--- config.mk ---
export PLATFORM = sky130hd
export DESIGN_NAME = slrx_link
export DESIGN_NICKNAME = d
export VERILOG_FILES = /design/src/hw/slrx_pkg.sv /design/src/hw/slrx_link.sv /design/src/hw/slrx_buf.sv /design/src/hw/slrx_pulse.sv
export SDC_FILE = /design/constraint.sdc
export NUM_CORES = 1
export LEC_CHECK = 0
export ABC_AREA = 1
export BUFFER_PORTS_ARGS = -buffer_cell sky130_fd_sc_hd__buf_2
export CAP_MARGIN = 20
export CELL_PAD_IN_SITES_DETAIL_PLACEMENT = 2
export CELL_PAD_IN_SITES_GLOBAL_PLACEMENT = 2
export CORE_MARGIN = 4
export CORE_UTILIZATION = 25
export CTS_BUF_LIST = sky130_fd_sc_hd__clkbuf_8
export CTS_CLUSTER_DIAMETER = 40
export CTS_CLUSTER_SIZE = 24
export DETAILED_ROUTE_END_ITERATION = 8
export PLACE_DENSITY = 0.71
export SETUP_SLACK_MARGIN = 0.2
export SYNTH_ARGS = -nofsm -noshare
export SYNTH_HDL_FRONTEND = slang
export SYNTH_SLANG_ARGS = --single-unit
--- constraint.sdc ---
create_clock -name mclk -period 7.7 [get_ports mclk]
set_input_delay 0.385 -clock mclk [delete_from_list [all_inputs] [get_ports mclk]]
set_output_delay 0.385 -clock mclk [all_outputs]
set_load 0.1 [all_outputs]
--- src/hw/slrx_pkg.sv ---
// slrx_pkg: shared constants for the receive-tail / partial power link block
// assumes a 32-bit dword path with primitives already decoded to a small code
package slrx_pkg;

  // ----------------------------------------------------------------
  // received dword classes (decoded by the phy side)
  // ----------------------------------------------------------------
  typedef enum logic [3:0] {
    SLRX_RX_DATA    = 4'h0,
    SLRX_RX_HOLD    = 4'h1,
    SLRX_RX_HOLDA   = 4'h2,
    SLRX_RX_EOF     = 4'h3,
    SLRX_RX_SYNC    = 4'h4,
    SLRX_RX_WTRM    = 4'h5,
    SLRX_RX_R_OK    = 4'h6,
    SLRX_RX_X_RDY   = 4'h7,
    SLRX_RX_PMACK   = 4'h8,
    SLRX_RX_PMNACK  = 4'h9,
    SLRX_RX_PMREQ_P = 4'ha,
    SLRX_RX_PMREQ_S = 4'hb,
    SLRX_RX_OTHER   = 4'hc
  } slrx_prim_t;

  // ----------------------------------------------------------------
  // transmitted primitive codes
  // ----------------------------------------------------------------
  typedef enum logic [3:0] {
    SLRX_TX_SYNC    = 4'h0,
    SLRX_TX_HOLD    = 4'h1,
    SLRX_TX_HOLDA   = 4'h2,
    SLRX_TX_DMAT    = 4'h3,
    SLRX_TX_R_IP    = 4'h4,
    SLRX_TX_R_OK    = 4'h5,
    SLRX_TX_R_ERR   = 4'h6,
    SLRX_TX_PMREQ_P = 4'h7,
    SLRX_TX_R_RDY   = 4'h8
  } slrx_tx_t;

  // ----------------------------------------------------------------
  // sizes and reset values
  // ----------------------------------------------------------------
  localparam int         SLRX_DW       = 32;
  localparam int         SLRX_BUF_DEP  = 2;
  localparam logic [3:0] SLRX_TX_RST   = 4'h0;
  localparam logic       SLRX_IS_HOST  = 1'b0;

endpackage : slrx_pkg

--- src/hw/slrx_link.sv ---
// slrx_link: link receive tail (hold .. good/bad end) and partial power request
// assumes phy gives one decoded dword per rx_valid, synchronous to mclk
`timescale 1ns/1ps
module slrx_link
  import slrx_pkg::*;
#(
  parameter int  DW      = slrx_pkg::SLRX_DW,
  parameter int  BUF_DEP = slrx_pkg::SLRX_BUF_DEP,
  parameter bit  IS_HOST = slrx_pkg::SLRX_IS_HOST
) (
  // clock and reset
  input  wire logic           mclk,
  input  wire logic           nrst,
  // physical layer
  input  wire logic           phy_rdy,
  input  wire logic           rx_valid,
  input  wire slrx_pkg::slrx_prim_t rx_prim,
  input  wire logic [DW-1:0]  rx_data,
  output slrx_pkg::slrx_tx_t  tx_prim_q,
  output logic                phy_partial_q,
  // transport layer requests and status
  input  wire logic           enter_hold,
  input  wire logic           enter_pm_partial,
  input  wire logic           fifo_space,
  input  wire logic           ack_ready,
  input  wire logic           use_dmat,
  input  wire logic           crc_done,
  input  wire logic           crc_bad,
  input  wire logic           fis_good,
  input  wire logic           fis_bad,
  input  wire logic           ctrl_frame_pend,
  // transport data path
  output logic [DW-1:0]       tp_data,
  output logic                tp_valid,
  input  wire logic           tp_ready,
  // transport notifications
  output logic                crc_ok_pulse_q,
  output logic                crc_err_pulse_q,
  output logic                illegal_pulse_q,
  output logic                pm_abort_pulse_q,
  output logic                not_rdy_pulse_q,
  output logic [3:0]          state_q
);
  import slrx_pkg::*;

  // ----------------------------------------------------------------
  // state machine
  // ----------------------------------------------------------------
  typedef enum logic [3:0] {
    ST_IDLE,
    ST_HOLD,
    ST_RX_DATA,
    ST_RX_ACK_PAUSE,
    ST_RX_FRAME_END_CHECK,
    ST_RX_CRC_OK_WAIT,
    ST_RX_ACCEPT,
    ST_RX_REJECT,
    ST_PARTIAL_POWER_REQUEST,
    ST_PHY_POWERDOWN_CHECK,
    ST_RX_WAIT_BUFFER,
    ST_LINK_LOST_ERROR
  } slrx_st_e;

  slrx_st_e st_q;
  slrx_st_e st_d;
  logic     crc_ok_sent_q;

  wire is_sync  = rx_prim == SLRX_RX_SYNC;
  wire is_eof   = rx_prim == SLRX_RX_EOF;
  wire is_hold  = rx_prim == SLRX_RX_HOLD;
  wire is_pmreq = (rx_prim == SLRX_RX_PMREQ_P) || (rx_prim == SLRX_RX_PMREQ_S);
  wire in_rx    = (st_q == ST_HOLD) || (st_q == ST_RX_ACK_PAUSE) || (st_q == ST_RX_FRAME_END_CHECK)
                  || (st_q == ST_RX_CRC_OK_WAIT) || (st_q == ST_RX_ACCEPT) || (st_q == ST_RX_REJECT)
                  || (st_q == ST_PARTIAL_POWER_REQUEST);
  wire lost     = in_rx && !phy_rdy;
  wire host_ctl = IS_HOST && ctrl_frame_pend && (st_q == ST_HOLD || st_q == ST_RX_ACK_PAUSE);

  // ----------------------------------------------------------------
  // data path buffer
  // ----------------------------------------------------------------
  wire buf_in_rdy;
  wire take_data = rx_valid && (rx_prim == SLRX_RX_DATA)
                   && (st_q == ST_HOLD || st_q == ST_RX_DATA || st_q == ST_RX_ACK_PAUSE);
  slrx_buf #(.W(DW), .DEPTH(BUF_DEP)) u_buf (
    .mclk      (mclk),
    .nrst      (nrst),
    .in_data   (rx_data),
    .in_valid  (take_data),
    .in_ready  (buf_in_rdy),
    .out_data  (tp_data),
    .out_valid (tp_valid),
    .out_ready (tp_ready)
  );
  wire space_ok = fifo_space && buf_in_rdy;

  // ----------------------------------------------------------------
  // next state; primitive decisions on a received dword, crc, fis, request and phy_rdy decisions on any cycle
  // ----------------------------------------------------------------
  logic f_crc_ok;
  logic f_crc_err;
  logic f_illegal;
  logic f_abort;

  always_comb begin
    st_d      = st_q;
    f_crc_ok  = 1'b0;
    f_crc_err = 1'b0;
    f_illegal = 1'b0;
    f_abort   = 1'b0;
    if (lost) begin
      st_d = ST_LINK_LOST_ERROR;
    end else if (host_ctl) begin
      st_d = ST_IDLE;
    end else begin
      case (st_q)
        ST_IDLE: begin
          if (enter_pm_partial) st_d = ST_PARTIAL_POWER_REQUEST;
          else if (enter_hold) st_d = ST_HOLD;
        end
        ST_RX_DATA: begin
          if (rx_valid && !space_ok) st_d = ST_HOLD;
          else if (rx_valid && is_hold) st_d = ST_RX_ACK_PAUSE;
          else if (rx_valid && is_eof) st_d = ST_RX_FRAME_END_CHECK;
          else if (rx_valid && is_sync) st_d = ST_IDLE;
        end
        ST_HOLD: if (rx_valid) begin
          if (is_eof) st_d = ST_RX_FRAME_END_CHECK;
          else if (is_sync) begin
            st_d      = ST_IDLE;
            f_illegal = 1'b1;
          end else if (!space_ok) st_d = ST_HOLD;
          else if (is_hold) st_d = ST_RX_ACK_PAUSE;
          else st_d = ST_RX_DATA;
        end
        ST_RX_ACK_PAUSE: if (rx_valid) begin
          if (is_hold) st_d = ST_RX_ACK_PAUSE;
          else if (is_eof) st_d = ST_RX_FRAME_END_CHECK;
          else if (is_sync) begin
            st_d      = ST_IDLE;
            f_illegal = 1'b1;
          end else st_d = ST_RX_DATA;
        end
        ST_RX_FRAME_END_CHECK: begin
          if (crc_done && !crc_bad) begin
            st_d     = ST_RX_CRC_OK_WAIT;
            f_crc_ok = 1'b1;
          end else if (crc_done) begin
            st_d      = ST_RX_REJECT;
            f_crc_err = 1'b1;
          end
        end
        ST_RX_CRC_OK_WAIT: begin
          if (rx_valid && is_sync) begin
            st_d      = ST_IDLE;
            f_illegal = 1'b1;
          end else if (fis_bad) st_d = ST_RX_REJECT;
          else if (fis_good) st_d = ST_RX_ACCEPT;
        end
        ST_RX_ACCEPT: if (rx_valid && is_sync) st_d = ST_IDLE;
        ST_RX_REJECT: if (rx_valid && is_sync) st_d = ST_IDLE;
        ST_PARTIAL_POWER_REQUEST: if (rx_valid) begin
          case (rx_prim)
            SLRX_RX_PMACK: st_d = ST_PHY_POWERDOWN_CHECK;
            SLRX_RX_X_RDY: begin
              st_d    = ST_RX_WAIT_BUFFER;
              f_abort = 1'b1;
            end
            SLRX_RX_SYNC, SLRX_RX_R_OK: st_d = ST_PARTIAL_POWER_REQUEST;
            default: begin
              if (is_pmreq && !IS_HOST) st_d = ST_PARTIAL_POWER_REQUEST;
              else st_d = ST_IDLE;
            end
          endcase
        end
        ST_PHY_POWERDOWN_CHECK: if (!phy_rdy) st_d = ST_IDLE;
        ST_RX_WAIT_BUFFER: st_d = ST_IDLE;
        ST_LINK_LOST_ERROR: if (phy_rdy) st_d = ST_IDLE;
        default: st_d = ST_IDLE;
      endcase
    end
  end

  // ----------------------------------------------------------------
  // transmitted primitive per state, repeated every slot
  // ----------------------------------------------------------------
  slrx_tx_t tx_d;
  always_comb begin
    case (st_d)
      ST_HOLD:                  tx_d = SLRX_TX_HOLD;
      ST_RX_ACK_PAUSE:          tx_d = use_dmat ? SLRX_TX_DMAT : (ack_ready ? SLRX_TX_HOLDA : SLRX_TX_HOLD);
      ST_RX_DATA:               tx_d = SLRX_TX_R_IP;
      ST_RX_FRAME_END_CHECK:    tx_d = SLRX_TX_R_IP;
      ST_RX_CRC_OK_WAIT:        tx_d = SLRX_TX_R_IP;
      ST_RX_ACCEPT:             tx_d = SLRX_TX_R_OK;
      ST_RX_REJECT:             tx_d = SLRX_TX_R_ERR;
      ST_PARTIAL_POWER_REQUEST: tx_d = SLRX_TX_PMREQ_P;
      default:                  tx_d = SLRX_TX_SYNC;
    endcase
  end

  always_ff @(posedge mclk or negedge nrst) begin
    if (!nrst) begin
      st_q          <= ST_IDLE;
      tx_prim_q     <= slrx_tx_t'(SLRX_TX_RST);
      phy_partial_q <= 1'b0;
      crc_ok_sent_q <= 1'b0;
      state_q       <= 4'h0;
    end else begin
      st_q          <= st_d;
      tx_prim_q     <= tx_d;
      phy_partial_q <= (st_d == ST_PHY_POWERDOWN_CHECK);
      crc_ok_sent_q <= (st_d == ST_RX_CRC_OK_WAIT) && (f_crc_ok || crc_ok_sent_q);
      state_q       <= 4'(st_d);
    end
  end

  // ----------------------------------------------------------------
  // transport notifications
  // ----------------------------------------------------------------
  wire f_lost = lost;
  slrx_pulse u_p_ok  (.mclk(mclk), .nrst(nrst), .fire(f_crc_ok && !crc_ok_sent_q), .pulse_q(crc_ok_pulse_q));
  slrx_pulse u_p_err (.mclk(mclk), .nrst(nrst), .fire(f_crc_err), .pulse_q(crc_err_pulse_q));
  slrx_pulse u_p_ill (.mclk(mclk), .nrst(nrst), .fire(f_illegal), .pulse_q(illegal_pulse_q));
  slrx_pulse u_p_abt (.mclk(mclk), .nrst(nrst), .fire(f_abort), .pulse_q(pm_abort_pulse_q));
  slrx_pulse u_p_nr  (.mclk(mclk), .nrst(nrst), .fire(f_lost), .pulse_q(not_rdy_pulse_q));

  // ----------------------------------------------------------------
  // assertions
  // ----------------------------------------------------------------
  a_hold_eof_end: assert property (@(posedge mclk) disable iff (!nrst)
    st_q == ST_HOLD && phy_rdy && rx_valid && is_eof && !host_ctl |=> st_q == ST_RX_FRAME_END_CHECK)
    else $error("eof in hold not closed");
  a_hold_stays: assert property (@(posedge mclk) disable iff (!nrst)
    st_q == ST_HOLD && phy_rdy && rx_valid && !fifo_space && !is_eof && !is_sync && !host_ctl
    |=> st_q == ST_HOLD && tx_prim_q == SLRX_TX_HOLD)
    else $error("hold left early");
  // notification flops load on the same edge as the state, so both show together
  a_sync_illegal: assert property (@(posedge mclk) disable iff (!nrst)
    (st_q == ST_HOLD || st_q == ST_RX_ACK_PAUSE) && phy_rdy && rx_valid && is_sync && !host_ctl
    |=> st_q == ST_IDLE && illegal_pulse_q)
    else $error("sync not reported");
  a_lost_notify: assert property (@(posedge mclk) disable iff (!nrst)
    lost |=> st_q == ST_LINK_LOST_ERROR && not_rdy_pulse_q)
    else $error("phy loss not handled");
  a_host_ctl_idle: assert property (@(posedge mclk) disable iff (!nrst)
    host_ctl && !lost |=> st_q == ST_IDLE && tx_prim_q == SLRX_TX_SYNC)
    else $error("control frame did not force idle");
  a_end_check_rip: assert property (@(posedge mclk) disable iff (!nrst)
    st_q == ST_RX_FRAME_END_CHECK |-> tx_prim_q == SLRX_TX_R_IP)
    else $error("frame end check not sending r_ip");
  a_crc_good: assert property (@(posedge mclk) disable iff (!nrst)
    st_q == ST_RX_FRAME_END_CHECK && phy_rdy && crc_done && !crc_bad
    |=> st_q == ST_RX_CRC_OK_WAIT && crc_ok_pulse_q ##1 !crc_ok_pulse_q)
    else $error("crc ok not single pulse");
  a_crc_bad: assert property (@(posedge mclk) disable iff (!nrst)
    st_q == ST_RX_FRAME_END_CHECK && phy_rdy && crc_done && crc_bad
    |=> st_q == ST_RX_REJECT && tx_prim_q == SLRX_TX_R_ERR && crc_err_pulse_q)
    else $error("crc error path wrong");
  a_accept_rok: assert property (@(posedge mclk) disable iff (!nrst)
    st_q == ST_RX_ACCEPT |-> tx_prim_q == SLRX_TX_R_OK)
    else $error("accept not sending r_ok");
  a_reject_rerr: assert property (@(posedge mclk) disable iff (!nrst)
    st_q == ST_RX_REJECT |-> tx_prim_q == SLRX_TX_R_ERR)
    else $error("reject not sending r_err");
  a_pm_ack_down: assert property (@(posedge mclk) disable iff (!nrst)
    st_q == ST_PARTIAL_POWER_REQUEST && phy_rdy && rx_valid && rx_prim == SLRX_RX_PMACK
    |=> st_q == ST_PHY_POWERDOWN_CHECK && phy_partial_q)
    else $error("power ack did not reach phy");
  a_pm_abort: assert property (@(posedge mclk) disable iff (!nrst)
    st_q == ST_PARTIAL_POWER_REQUEST && phy_rdy && rx_valid && rx_prim == SLRX_RX_X_RDY
    |=> st_q == ST_RX_WAIT_BUFFER && pm_abort_pulse_q)
    else $error("power abort missing");
  a_pm_wait: assert property (@(posedge mclk) disable iff (!nrst)
    st_q == ST_PARTIAL_POWER_REQUEST && phy_rdy && rx_valid
    && (is_sync || rx_prim == SLRX_RX_R_OK || (is_pmreq && !IS_HOST))
    |=> st_q == ST_PARTIAL_POWER_REQUEST && tx_prim_q == SLRX_TX_PMREQ_P)
    else $error("power request dropped");
  c_hold_to_eof: cover property (@(posedge mclk) disable iff (!nrst)
    st_q == ST_HOLD ##1 st_q == ST_RX_FRAME_END_CHECK);
  c_good_frame: cover property (@(posedge mclk) disable iff (!nrst)
    st_q == ST_RX_CRC_OK_WAIT ##1 st_q == ST_RX_ACCEPT);
  c_pm_ack: cover property (@(posedge mclk) disable iff (!nrst)
    st_q == ST_PARTIAL_POWER_REQUEST ##1 st_q == ST_PHY_POWERDOWN_CHECK);
  c_pm_abort: cover property (@(posedge mclk) disable iff (!nrst)
    st_q == ST_PARTIAL_POWER_REQUEST ##1 st_q == ST_RX_WAIT_BUFFER);

endmodule : slrx_link

--- src/hw/slrx_buf.sv ---
// slrx_buf: two-entry valid/ready buffer for received data dwords
// assumes one clock, asynchronous active-low reset
`timescale 1ns/1ps
module slrx_buf #(
  parameter int W = 32,
  parameter int DEPTH = 2
) (
  // clock and reset
  input  wire logic         mclk,
  input  wire logic         nrst,
  // fill side
  input  wire logic [W-1:0] in_data,
  input  wire logic         in_valid,
  output logic              in_ready,
  // drain side
  output logic [W-1:0]      out_data,
  output logic              out_valid,
  input  wire logic         out_ready
);
  localparam int AW = (DEPTH > 1) ? $clog2(DEPTH) : 1;

  logic [W-1:0] mem_q [DEPTH];
  logic [AW-1:0] wr_q;
  logic [AW-1:0] rd_q;
  logic [AW:0]   cnt_q;
  wire           push = in_valid && in_ready;
  wire           pop  = out_valid && out_ready;

  assign in_ready  = (cnt_q != (AW+1)'(DEPTH));
  assign out_valid = (cnt_q != '0);
  assign out_data  = mem_q[rd_q];

  always_ff @(posedge mclk or negedge nrst) begin
    if (!nrst) begin
      wr_q  <= '0;
      rd_q  <= '0;
      cnt_q <= '0;
    end else begin
      if (push) wr_q <= (wr_q == AW'(DEPTH-1)) ? '0 : wr_q + 1'b1;
      if (pop) rd_q <= (rd_q == AW'(DEPTH-1)) ? '0 : rd_q + 1'b1;
      cnt_q <= cnt_q + (AW+1)'(push) - (AW+1)'(pop);
    end
  end

  always_ff @(posedge mclk) begin
    if (push) mem_q[wr_q] <= in_data;
  end

endmodule : slrx_buf

--- src/hw/slrx_pulse.sv ---
// slrx_pulse: registered one-cycle notification to the transport layer
// assumes the request is a single-cycle strobe from the state machine
`timescale 1ns/1ps
module slrx_pulse (
  // clock and reset
  input  wire logic mclk,
  input  wire logic nrst,
  // strobe in, registered pulse out
  input  wire logic fire,
  output logic      pulse_q
);
  always_ff @(posedge mclk or negedge nrst) begin
    if (!nrst) pulse_q <= 1'b0;
    else pulse_q <= fire;
  end
endmodule : slrx_pulse

==> results of run 1 <==
## timing repair
| action | 4_1_cts | 5_1_grt |
|---|---|---|
| hold endpoints to repair | 18 | 0 |
| hold buffers | 1 | 0 |
| setup endpoints to repair | 0 | 0 |
## registers in the layout, summed over array words and instances, names as in the netlist
name / count
crc_ok_sent_q: 1
phy_partial_q: 1
st_q: 4
tx_prim_q: 3
u_buf.cnt_q: 2
u_buf.mem_q: 64
u_buf.rd_q: 1
u_buf.wr_q: 1
u_p_abt.pulse_q: 1
u_p_err.pulse_q: 1
u_p_ill.pulse_q: 1
u_p_nr.pulse_q: 1
u_p_ok.pulse_q: 1
## area by class of cell
class / count / area, um2 / area share
multi-input combinational: 235 / 1160 / 0.255
tap: 184 / 230 / 0.0504
sequential: 82 / 2370 / 0.519
clock buffer: 9 / 124 / 0.0271
inverter: 32 / 120 / 0.0263
timing repair buffer: 98 / 520 / 0.114
clock inverter: 6 / 35.0 / 0.00767
## where the power goes
group          internal (mW)  total [mW]  switching, mW
sequential             0.514       0.549         0.0348
combinational          0.215        1.23           1.02
clock                  0.113       0.274          0.160
total                  0.842        2.05           1.21
## through the flow
| stage | worst slack (ps) | power [mW] | std cells | utilization |
|---|---|---|---|---|
| final | 4880 | 2.05 | 646 | 0.315 |
| after global routing | 4570 | 2.18 | 646 | 0.315 |
| after CTS | 4720 | 2.09 | 646 | 0.315 |
| after detailed placement | 5130 | 1.81 | 630 | 0.304 |
| after global placement | 4930 | 1.77 | 629 | 0.302 |
| after floorplan | 4450 | 1.55 | 358 | - |
## cells by family after synthesis
kind of cell | synth area share
and+or+nand+nor | 0.270
xor gates and xnor gates | 0.00952
AOI/OAI and AO/OA | 0.0252
buffers and inverters | 0.0432
other | 0.00102
DFF | 0.644
adders and majority gates | 0.00680
## per-layer routing
metal | track usage | up-vias | routed length, um
met4 | 0.0296 | 4 | 94
met5 | 0 | - | 27
li1 | - | 1364 | -
met2 | 0.235 | 78 | 5480
met3 | 0.0429 | 13 | 589
met1 | 0.157 | 1402 | 4340
## final timing paths
path | start | endpoint
max | u_buf.rd_q | tp_data[4]
min | rx_data[20] | u_buf.mem_q[1][20]
max reg2reg | st_q[2] | u_buf.mem_q[0][29]
min reg2reg | crc_ok_sent_q | u_p_ok.pulse_q
max in group asynchronous | nrst | u_buf.wr_q
min in group asynchronous | nrst | u_p_nr.pulse_q
## cell usage after synthesis, drive strengths merged, types with 4 or more instances
| cell | instances |
|---|---|
| nand3 | 20 |
| nor3 | 4 |
| edfxtp | 64 |
| nand4 | 6 |
| o21ai | 7 |
| inv | 31 |
| nand2 | 143 |
| clkbuf | 7 |
| dfrtp | 18 |
| nor2 | 37 |
## worst reg2reg max path, cell delays in order, from the launching register on
cell and delay (ps):
dfrtp_1 500, nor2_4 200, inv_2 80, nor2_1 140, nand4_1 310, nor2_4 870
==> out/qor.txt, run 1 <==
Worst Hold Class -> in2reg
R2R cell count -> 5
Area Overhead vs Synth -> 24.1%
Antenna Cells -> 0
vias in the first global route -> 3172
Reg2Reg Setup Slack -> 5210 ps
P_leak -> 2.11 nW
# IOs -> 98
initial cell density of the core -> 0.254
Post-Synthesis Cells -> 358
design area -> 4570 um2
Die X -> 129 um
post-CTS sizing -> 0
synth top area cells -> edfxtp_1 52%, nand2_1 14%, dfrtp_1 12%, nor2_1 2.9%, inv_1 2.3%
Final GP Congestion -> 0.759
first-pass GRT wire length -> 16900 um
power density over the cells -> 450 nW/um2
Setup CP Type -> reg2out
clk_lat worst skew -> 360 ps
total gr overflow -> 0
max-cap violation count -> 0
type of origin of the critical path -> flip-flop
area leader, netlist -> edfxtp_1
Worst setup EP type -> output pin
Worst path top cell family by delay -> buffers and inverters
hold depth -> 1
WP data required -> 7320 ps
die height -> 129 um
sequential-to-total area share from yosys stat -> 0.644
nets -> 511
antenna violations before repair -> 2
count of cell types in the netlist -> 34
Remaining DRCs -> 0
routed wire length -> 10500 um
status -> finished, final reports clean
Synth Flop Type -> edfxtp_1
TritonCTS Buffers -> 9
Final Hold Fails -> 0
htree depth -> 3
synth warn -> 0
Worst path slowest cell -> clkinv_1
most numerous cell on the critical path -> nand2_1
Fillers -> 1625
layout cells sized above 1 -> 0.318
Peak supply drop -> 0.000250 V
Pins Over Slew Limit -> 0
Slew HR -> 0.338
clock buffer depth -> 2
Finish-stage setup viols -> 0
maximum clock frequency -> 355 MHz
DRT antenna net count -> 0
#FFs+latches synth -> 82
clk root buf -> clkbuf_8
Avg Inst Size Synth -> 10.3 um2
Setup Fix Bufs, Post-CTS -> 0
Row Count -> 44
via count -> 2861
Sink Count -> 82
Worst EP arrival -> 2430 ps
post-place instance area -> 4400 um2
gr usage total -> 0.133
Tcrit/Tclk final -> 0.366
critical path depth -> 6
RSZ-0062 raised after global routing -> false
core footprint -> 14500 um2
Async S/R FF share, synth -> 0.220
CTS tree -> done
Setup Skew -> 12.7 ps
Avg WL per Cell -> 16.3 um
crit path max fanout -> 33
Worst Path Buf+Inv -> 4
die area -> 16700 um2
critical-path cell list -> buf_4 -> clkinv_1 -> buf_16 -> nand2_1 -> nand2_1 -> buf_2
1st-iter DRT viols -> 88
min Tclk post-route -> 2820 ps
WHS -> 216 ps
input/output buffers -> 95
most frequent cells in the layout -> 137 x nand2_1, 95 x buf_2, 64 x edfxtp_1
vias per inst -> 4.43
Pre-antenna DRT Iters -> 4
largest net degree at the start of global routing -> 34
commonest non-fill, non-tap cell in the layout -> nand2_1
detailed placer's ending HPWL -> 7780 um
CTS clk-pin slew, worst paths -> 80 ps
Mapped Area -> 3680 um2
worst slew pin tran -> 990 ps
area fraction of the dominant cell type after synthesis -> 0.522
Post-Syn Nets -> 411
EDFF count, synth -> 64
Setup TNS -> 0 ps
max incr delay on CP -> 590 ps
(Power assumes the default switching activity.)
==> run 2: changes to the inputs <==
Clock period 7.7 ns to 2.8 ns, I/O delays scaled along.
==> run 2 against run 1 <==
- design area grew 7.9%
- combinational power grew to 2.8 times the previous value
- utilization grew 2.5 points
- via count grew 4.1%
- clock power grew to 3.1 times the previous value
- clock skew shrank 0.86 ps
- largest power group unchanged
- highest routed layer is now met4
==> out/qor.txt, run 2 (synthesis results as in run 1) <==
status -> finished, final reports clean
design area -> 4930 um2
Setup CP Type -> reg2reg
total gr overflow -> 0
1st-iter DRT viols -> 154
Final GP Congestion -> 0.781
layout cells sized above 1 -> 0.308
global routing usage on met2 -> 0.240
clk_lat worst skew -> 370 ps
crit path max fanout -> 32
detailed placer's ending HPWL -> 7640 um
Worst Hold Class -> in2reg
TritonCTS Buffers -> 9
die area -> 16700 um2
Die X -> 129 um
maximum clock frequency -> 469 MHz
PnR Total Power -> 5.75 mW
clock buffer depth -> 2
post-CTS sizing -> 0
met1 GRT Util -> 0.159
final core occ -> 0.340
Top reg by flops -> u_buf.mem_q
die height -> 129 um
Slew HR -> 0.658
via count -> 2978
CTS tree -> done
htree depth -> 3
worst slew pin tran -> 516 ps
Setup Skew -> 11.8 ps
power density over the cells -> 1170 nW/um2
Worst EP arrival -> 2150 ps
CTS clk-pin slew, worst paths -> 100 ps
P_leak -> 2.26 nW
max reg flops -> 64
Setup TNS -> 0 ps
antenna violations before repair -> 0
first-pass GRT wire length -> 17300 um
commonest non-fill, non-tap cell in the layout -> nand2_1
Top Registers -> u_buf.mem_q (64), st_q (4), tx_prim_q (3)
WHS -> 50.8 ps
min Tclk post-route -> 2130 ps
nets -> 545
WP data required -> 2820 ps
max-cap violation count -> 0
Row Count -> 44
gr usage total -> 0.135
input/output buffers -> 95
most frequent cells in the layout -> 137 x nand2_1, 95 x buf_2, 64 x edfxtp_1
Antenna Cells -> 0
clk root buf -> clkbuf_8
Remaining DRCs -> 0
type of origin of the critical path -> flip-flop
RSZ-0062 raised after global routing -> false
DRT antenna net count -> 0
post-place instance area -> 4410 um2
vias in the first global route -> 3384
Final Hold Fails -> 0
Worst setup EP type -> flip-flop
vias per inst -> 4.37
global routing's busiest layer -> met2
core footprint -> 14500 um2
# IOs -> 98
Pre-antenna DRT Iters -> 4
initial cell density of the core -> 0.254
Avg WL per Cell -> 16.0 um
largest net degree at the start of global routing -> 33
Tcrit/Tclk final -> 0.761
met3 usage -> 0.0317
Area Overhead vs Synth -> 33.9%
Peak supply drop -> 0.000819 V
routed wire length -> 10900 um
Sink Count -> 82
Finish-stage setup viols -> 0
Pins Over Slew Limit -> 0
run 2: cell types whose count changed in the layout (fill, tap and decap cells not counted), sizes merged:
| cell | previous run | this run |
|---|---|---|
| buf | 97 | 99 |
| clkinvlp | 2 | 1 |
| dlygate4sd3 | 1 | 33 |
| inv | 33 | 35 |
run 2: cell type report:
type | count | area [um2]
Multi-Input combinational cell | 235 | 1160
Inverter | 32 | 120
Tap cell | 184 | 230
Clock buffer | 9 | 124
Fill cell | 1631 | 9550
Clock inverter | 7 | 70.1
Sequential cell | 82 | 2370
Timing Repair Buffer | 132 | 848
run 2: final timing paths:
check | start | to | slack, ps | depth (start not counted)
worst min-delay path | crc_bad | u_p_err.pulse_q | 50 | 3
worst min register to register | crc_ok_sent_q | u_p_ok.pulse_q | 470 | 1
worst max-delay path | st_q[3] | u_buf.mem_q[0][9] | 670 | 6
min in group asynchronous | nrst | st_q[3] | 230 | 2
worst max register to register | st_q[3] | u_buf.mem_q[0][9] | 670 | 6
max in group asynchronous | nrst | u_buf.cnt_q[1] | 2250 | 2
run 2: through the flow:
| step | std cells | worst slack [ps] |
|---|---|---|
| finish | 681 | 669 |
| CTS | 681 | 632 |
| floorplan | 358 | 40.8 |
| global route | 681 | 513 |
| detailed placement | 632 | 668 |
| global placement | 632 | 699 |
run 2: critical path, cell delays in order, from the launching register on:
cell and delay, ps:
dfrtp_1 480, nor2_4 210, inv_2 80, nor2_1 120
nand4_1 290, nor2_4 160, buf_4 420
run 2: report_power, final:
group          switching [mW]  total, mW  internal [mW]
clock                   0.510      0.857          0.347
sequential             0.0934       1.51           1.41
combinational            2.80       3.39          0.590
total                    3.40       5.75           2.35
run 2: repair_timing:
action | in CTS | in global routing
endpoints found under the hold margin | 82 | 0
hold buffers | 33 | 0
setup buffers | 0 | 0
run 2: per-layer routing:
| layer | up-vias | share of wire |
|---|---|---|
| li1 | 1435 | - |
| met1 | 1460 | 0.42 |
| met2 | 74 | 0.51 |
| met3 | 9 | 0.050 |
| met4 | 0 | 0.015 |
| met5 | - | 0 |
==> run 3: changes to the inputs <==
Settings changed: PLACE_DENSITY 0.71 to 0.74.
Clock period 2.8 ns to 1.9 ns, I/O delays scaled along.
==> run 3 against run 2 <==
- worst hold slack worse by 4.6 ps
- global-route usage is 0.70 points higher
- non-clock buffer count increased by 32
==> out/qor.txt, run 3 (synthesis results as in run 1) <==
max reg flops -> 64
1st-iter DRT viols -> 143
RSZ-0062 raised after global routing -> true
type of origin of the critical path -> flip-flop
largest net degree at the start of global routing -> 33
core footprint -> 14500 um2
global routing usage on met2 -> 0.264
Pins Over Slew Limit -> 0
WP data required -> 2140 ps
die area -> 16700 um2
clock buffer depth -> 2
Antenna Cells -> 0
Finish-stage setup viols -> 0
met3 usage -> 0.0346
routed wire length -> 12200 um
Top reg by flops -> u_buf.mem_q
critical-path cell list -> nor2_4 -> inv_2 -> nor2_4 -> nor2_2 -> o21ai_2 -> nand2_4 -> nand2_4 -> inv_2 -> nand3_2 -> nand2_1 -> inv_1 -> nand2_1
Placed Instances -> 639
met1 GRT Util -> 0.167
Worst EP arrival -> 2060 ps
first-pass GRT wire length -> 18300 um
layout cells sized above 1 -> 0.389
Sw Pwr -> 5.22 mW
Setup Skew -> 11.8 ps
Die X -> 129 um
crit path max fanout -> 7
gr usage total -> 0.142
status -> finished, final reports clean
Final GP Congestion -> 0.786
final core occ -> 0.391
Worst path top cell family by delay -> simple AND/OR/NAND/NOR gates
CTS tree -> done
Peak supply drop -> 0.00103 V
initial cell density of the core -> 0.254
vias per inst -> 4.34
DRT antenna net count -> 0
Logic pwr share -> 0.630
internal cell power -> 4.24 mW
die height -> 129 um
commonest non-fill, non-tap cell in the layout -> nand2_1
antenna violations before repair -> 0
Setup CP Type -> reg2reg
Fillers -> 1533
total gr overflow -> 0
max-cap violation count -> 0
clk_lat worst skew -> 350 ps
Final Hold Fails -> 0
Worst Hold Class -> in2reg
detailed placer's ending HPWL -> 7960 um
Pre-antenna DRT Iters -> 4
Remaining DRCs -> 0
TritonCTS Buffers -> 9
min Tclk post-route -> 1820 ps
# IOs -> 98
Worst setup EP type -> flip-flop
via count -> 3094
Tcrit/Tclk final -> 0.957
input/output buffers -> 95
Row Count -> 44
vias in the first global route -> 3519
htree depth -> 3
clock group share of total power -> 0.135
max incr delay on CP -> 540 ps
Worst path slowest cell -> dfrtp_4
P_leak -> 2.54 nW
Sink Count -> 82
CTS clk-pin slew, worst paths -> 90 ps
power density over the cells -> 1670 nW/um2
Worst Path Buf+Inv -> 3
maximum clock frequency -> 550 MHz
sequential share of power -> 0.236
sw frac -> 0.552
Area Overhead vs Synth -> 53.6%
Finished Layout Cells -> 713
global routing's busiest layer -> met2
Top Registers -> u_buf.mem_q (64), st_q (4), tx_prim_q (3)
nets -> 577
Avg WL per Cell -> 17.2 um
clk root buf -> clkbuf_8
most frequent cells in the layout -> 133 x nand2_1, 64 x edfxtp_1, 63 x buf_2
run 3: cell count changes in the layout (fill, tap and decap cells not counted), sizes merged:
| cell | delta |
|---|---|
| clkbuf | +3 |
| buf | +29 |
| inv | -3 |
| clkinvlp | +1 |
| bufinv | +1 |
| clkinv | +1 |
run 3: layout make-up:
cell class / count / area, um2 / area share
timing repair buffer: 164 / 1460 / 0.258
inverter: 32 / 125 / 0.0221
sequential: 82 / 2390 / 0.422
clock inverter: 7 / 67.6 / 0.0119
multi-input combinational: 235 / 1260 / 0.223
tap: 184 / 230 / 0.0407
clock buffer: 9 / 124 / 0.0219
run 3: worst min-delay path: stages:
cell and delay [ps]:
buf_2 100, inv_1 50, nand3_1 80, nor2_1 40
run 3: what timing repair did:
item,in CTS,in global routing
buffers inserted,16,3
hold buffers,33,0
endpoints found under the hold margin,82,0
cloned,3,3
gates resized for setup,47,44
pin swaps,8,7
setup endpoints to repair,101,92
run 3: final timing paths:
kind / from / endpoint / slack (ps) / depth (start not counted)
setup / recovery: st_q[1] / tx_prim_q[2] / 80 / 12
hold / removal: crc_bad / u_p_ok.pulse_q / 50 / 4
setup reg to reg: st_q[1] / tx_prim_q[2] / 80 / 12
hold reg to reg: crc_ok_sent_q / u_p_ok.pulse_q / 460 / 1
max in group asynchronous: nrst / st_q[3] / 1330 / 2
min in group asynchronous: nrst / u_p_abt.pulse_q / 220 / 2
run 3: per-layer routing:
layer / part of all wire / wire (um)
met4: 0.0092 / 112
met1: 0.42 / 5180
met2: 0.52 / 6390
met5: 0 / 0
met3: 0.045 / 555
run 3: stage by stage:
| stage | setup TNS, ps | hold WS [ps] | cell area (um2) | worst slack, ps | power, mW |
|---|---|---|---|---|---|
| 2_1_floorplan | -18320 | -201 | 3720 | -296 | 6.34 |
| 3_3_place_gp | 0 | 76.4 | 4540 | 106 | 7.29 |
| 3_5_place_dp | 0 | 71.7 | 4540 | 65.0 | 7.39 |
| 4_1_cts | 0 | 23.6 | 5400 | 102 | 9.14 |
| 5_1_grt | -25.1 | 48.1 | 5650 | -14.3 | 9.98 |
| 6_report | 0 | 46.2 | 5650 | 81.8 | 9.47 |
run 3: power by group through the flow:
stage / registers, mW / logic (mW) / clock network (mW)
4_1_cts: 2.24 / 5.60 / 1.30
3_3_place_gp: 2.29 / 5.00 / 0
3_5_place_dp: 2.29 / 5.10 / 0
5_1_grt: 2.26 / 6.31 / 1.41
2_1_floorplan: 2.85 / 3.49 / 0
6_report: 2.23 / 5.96 / 1.28
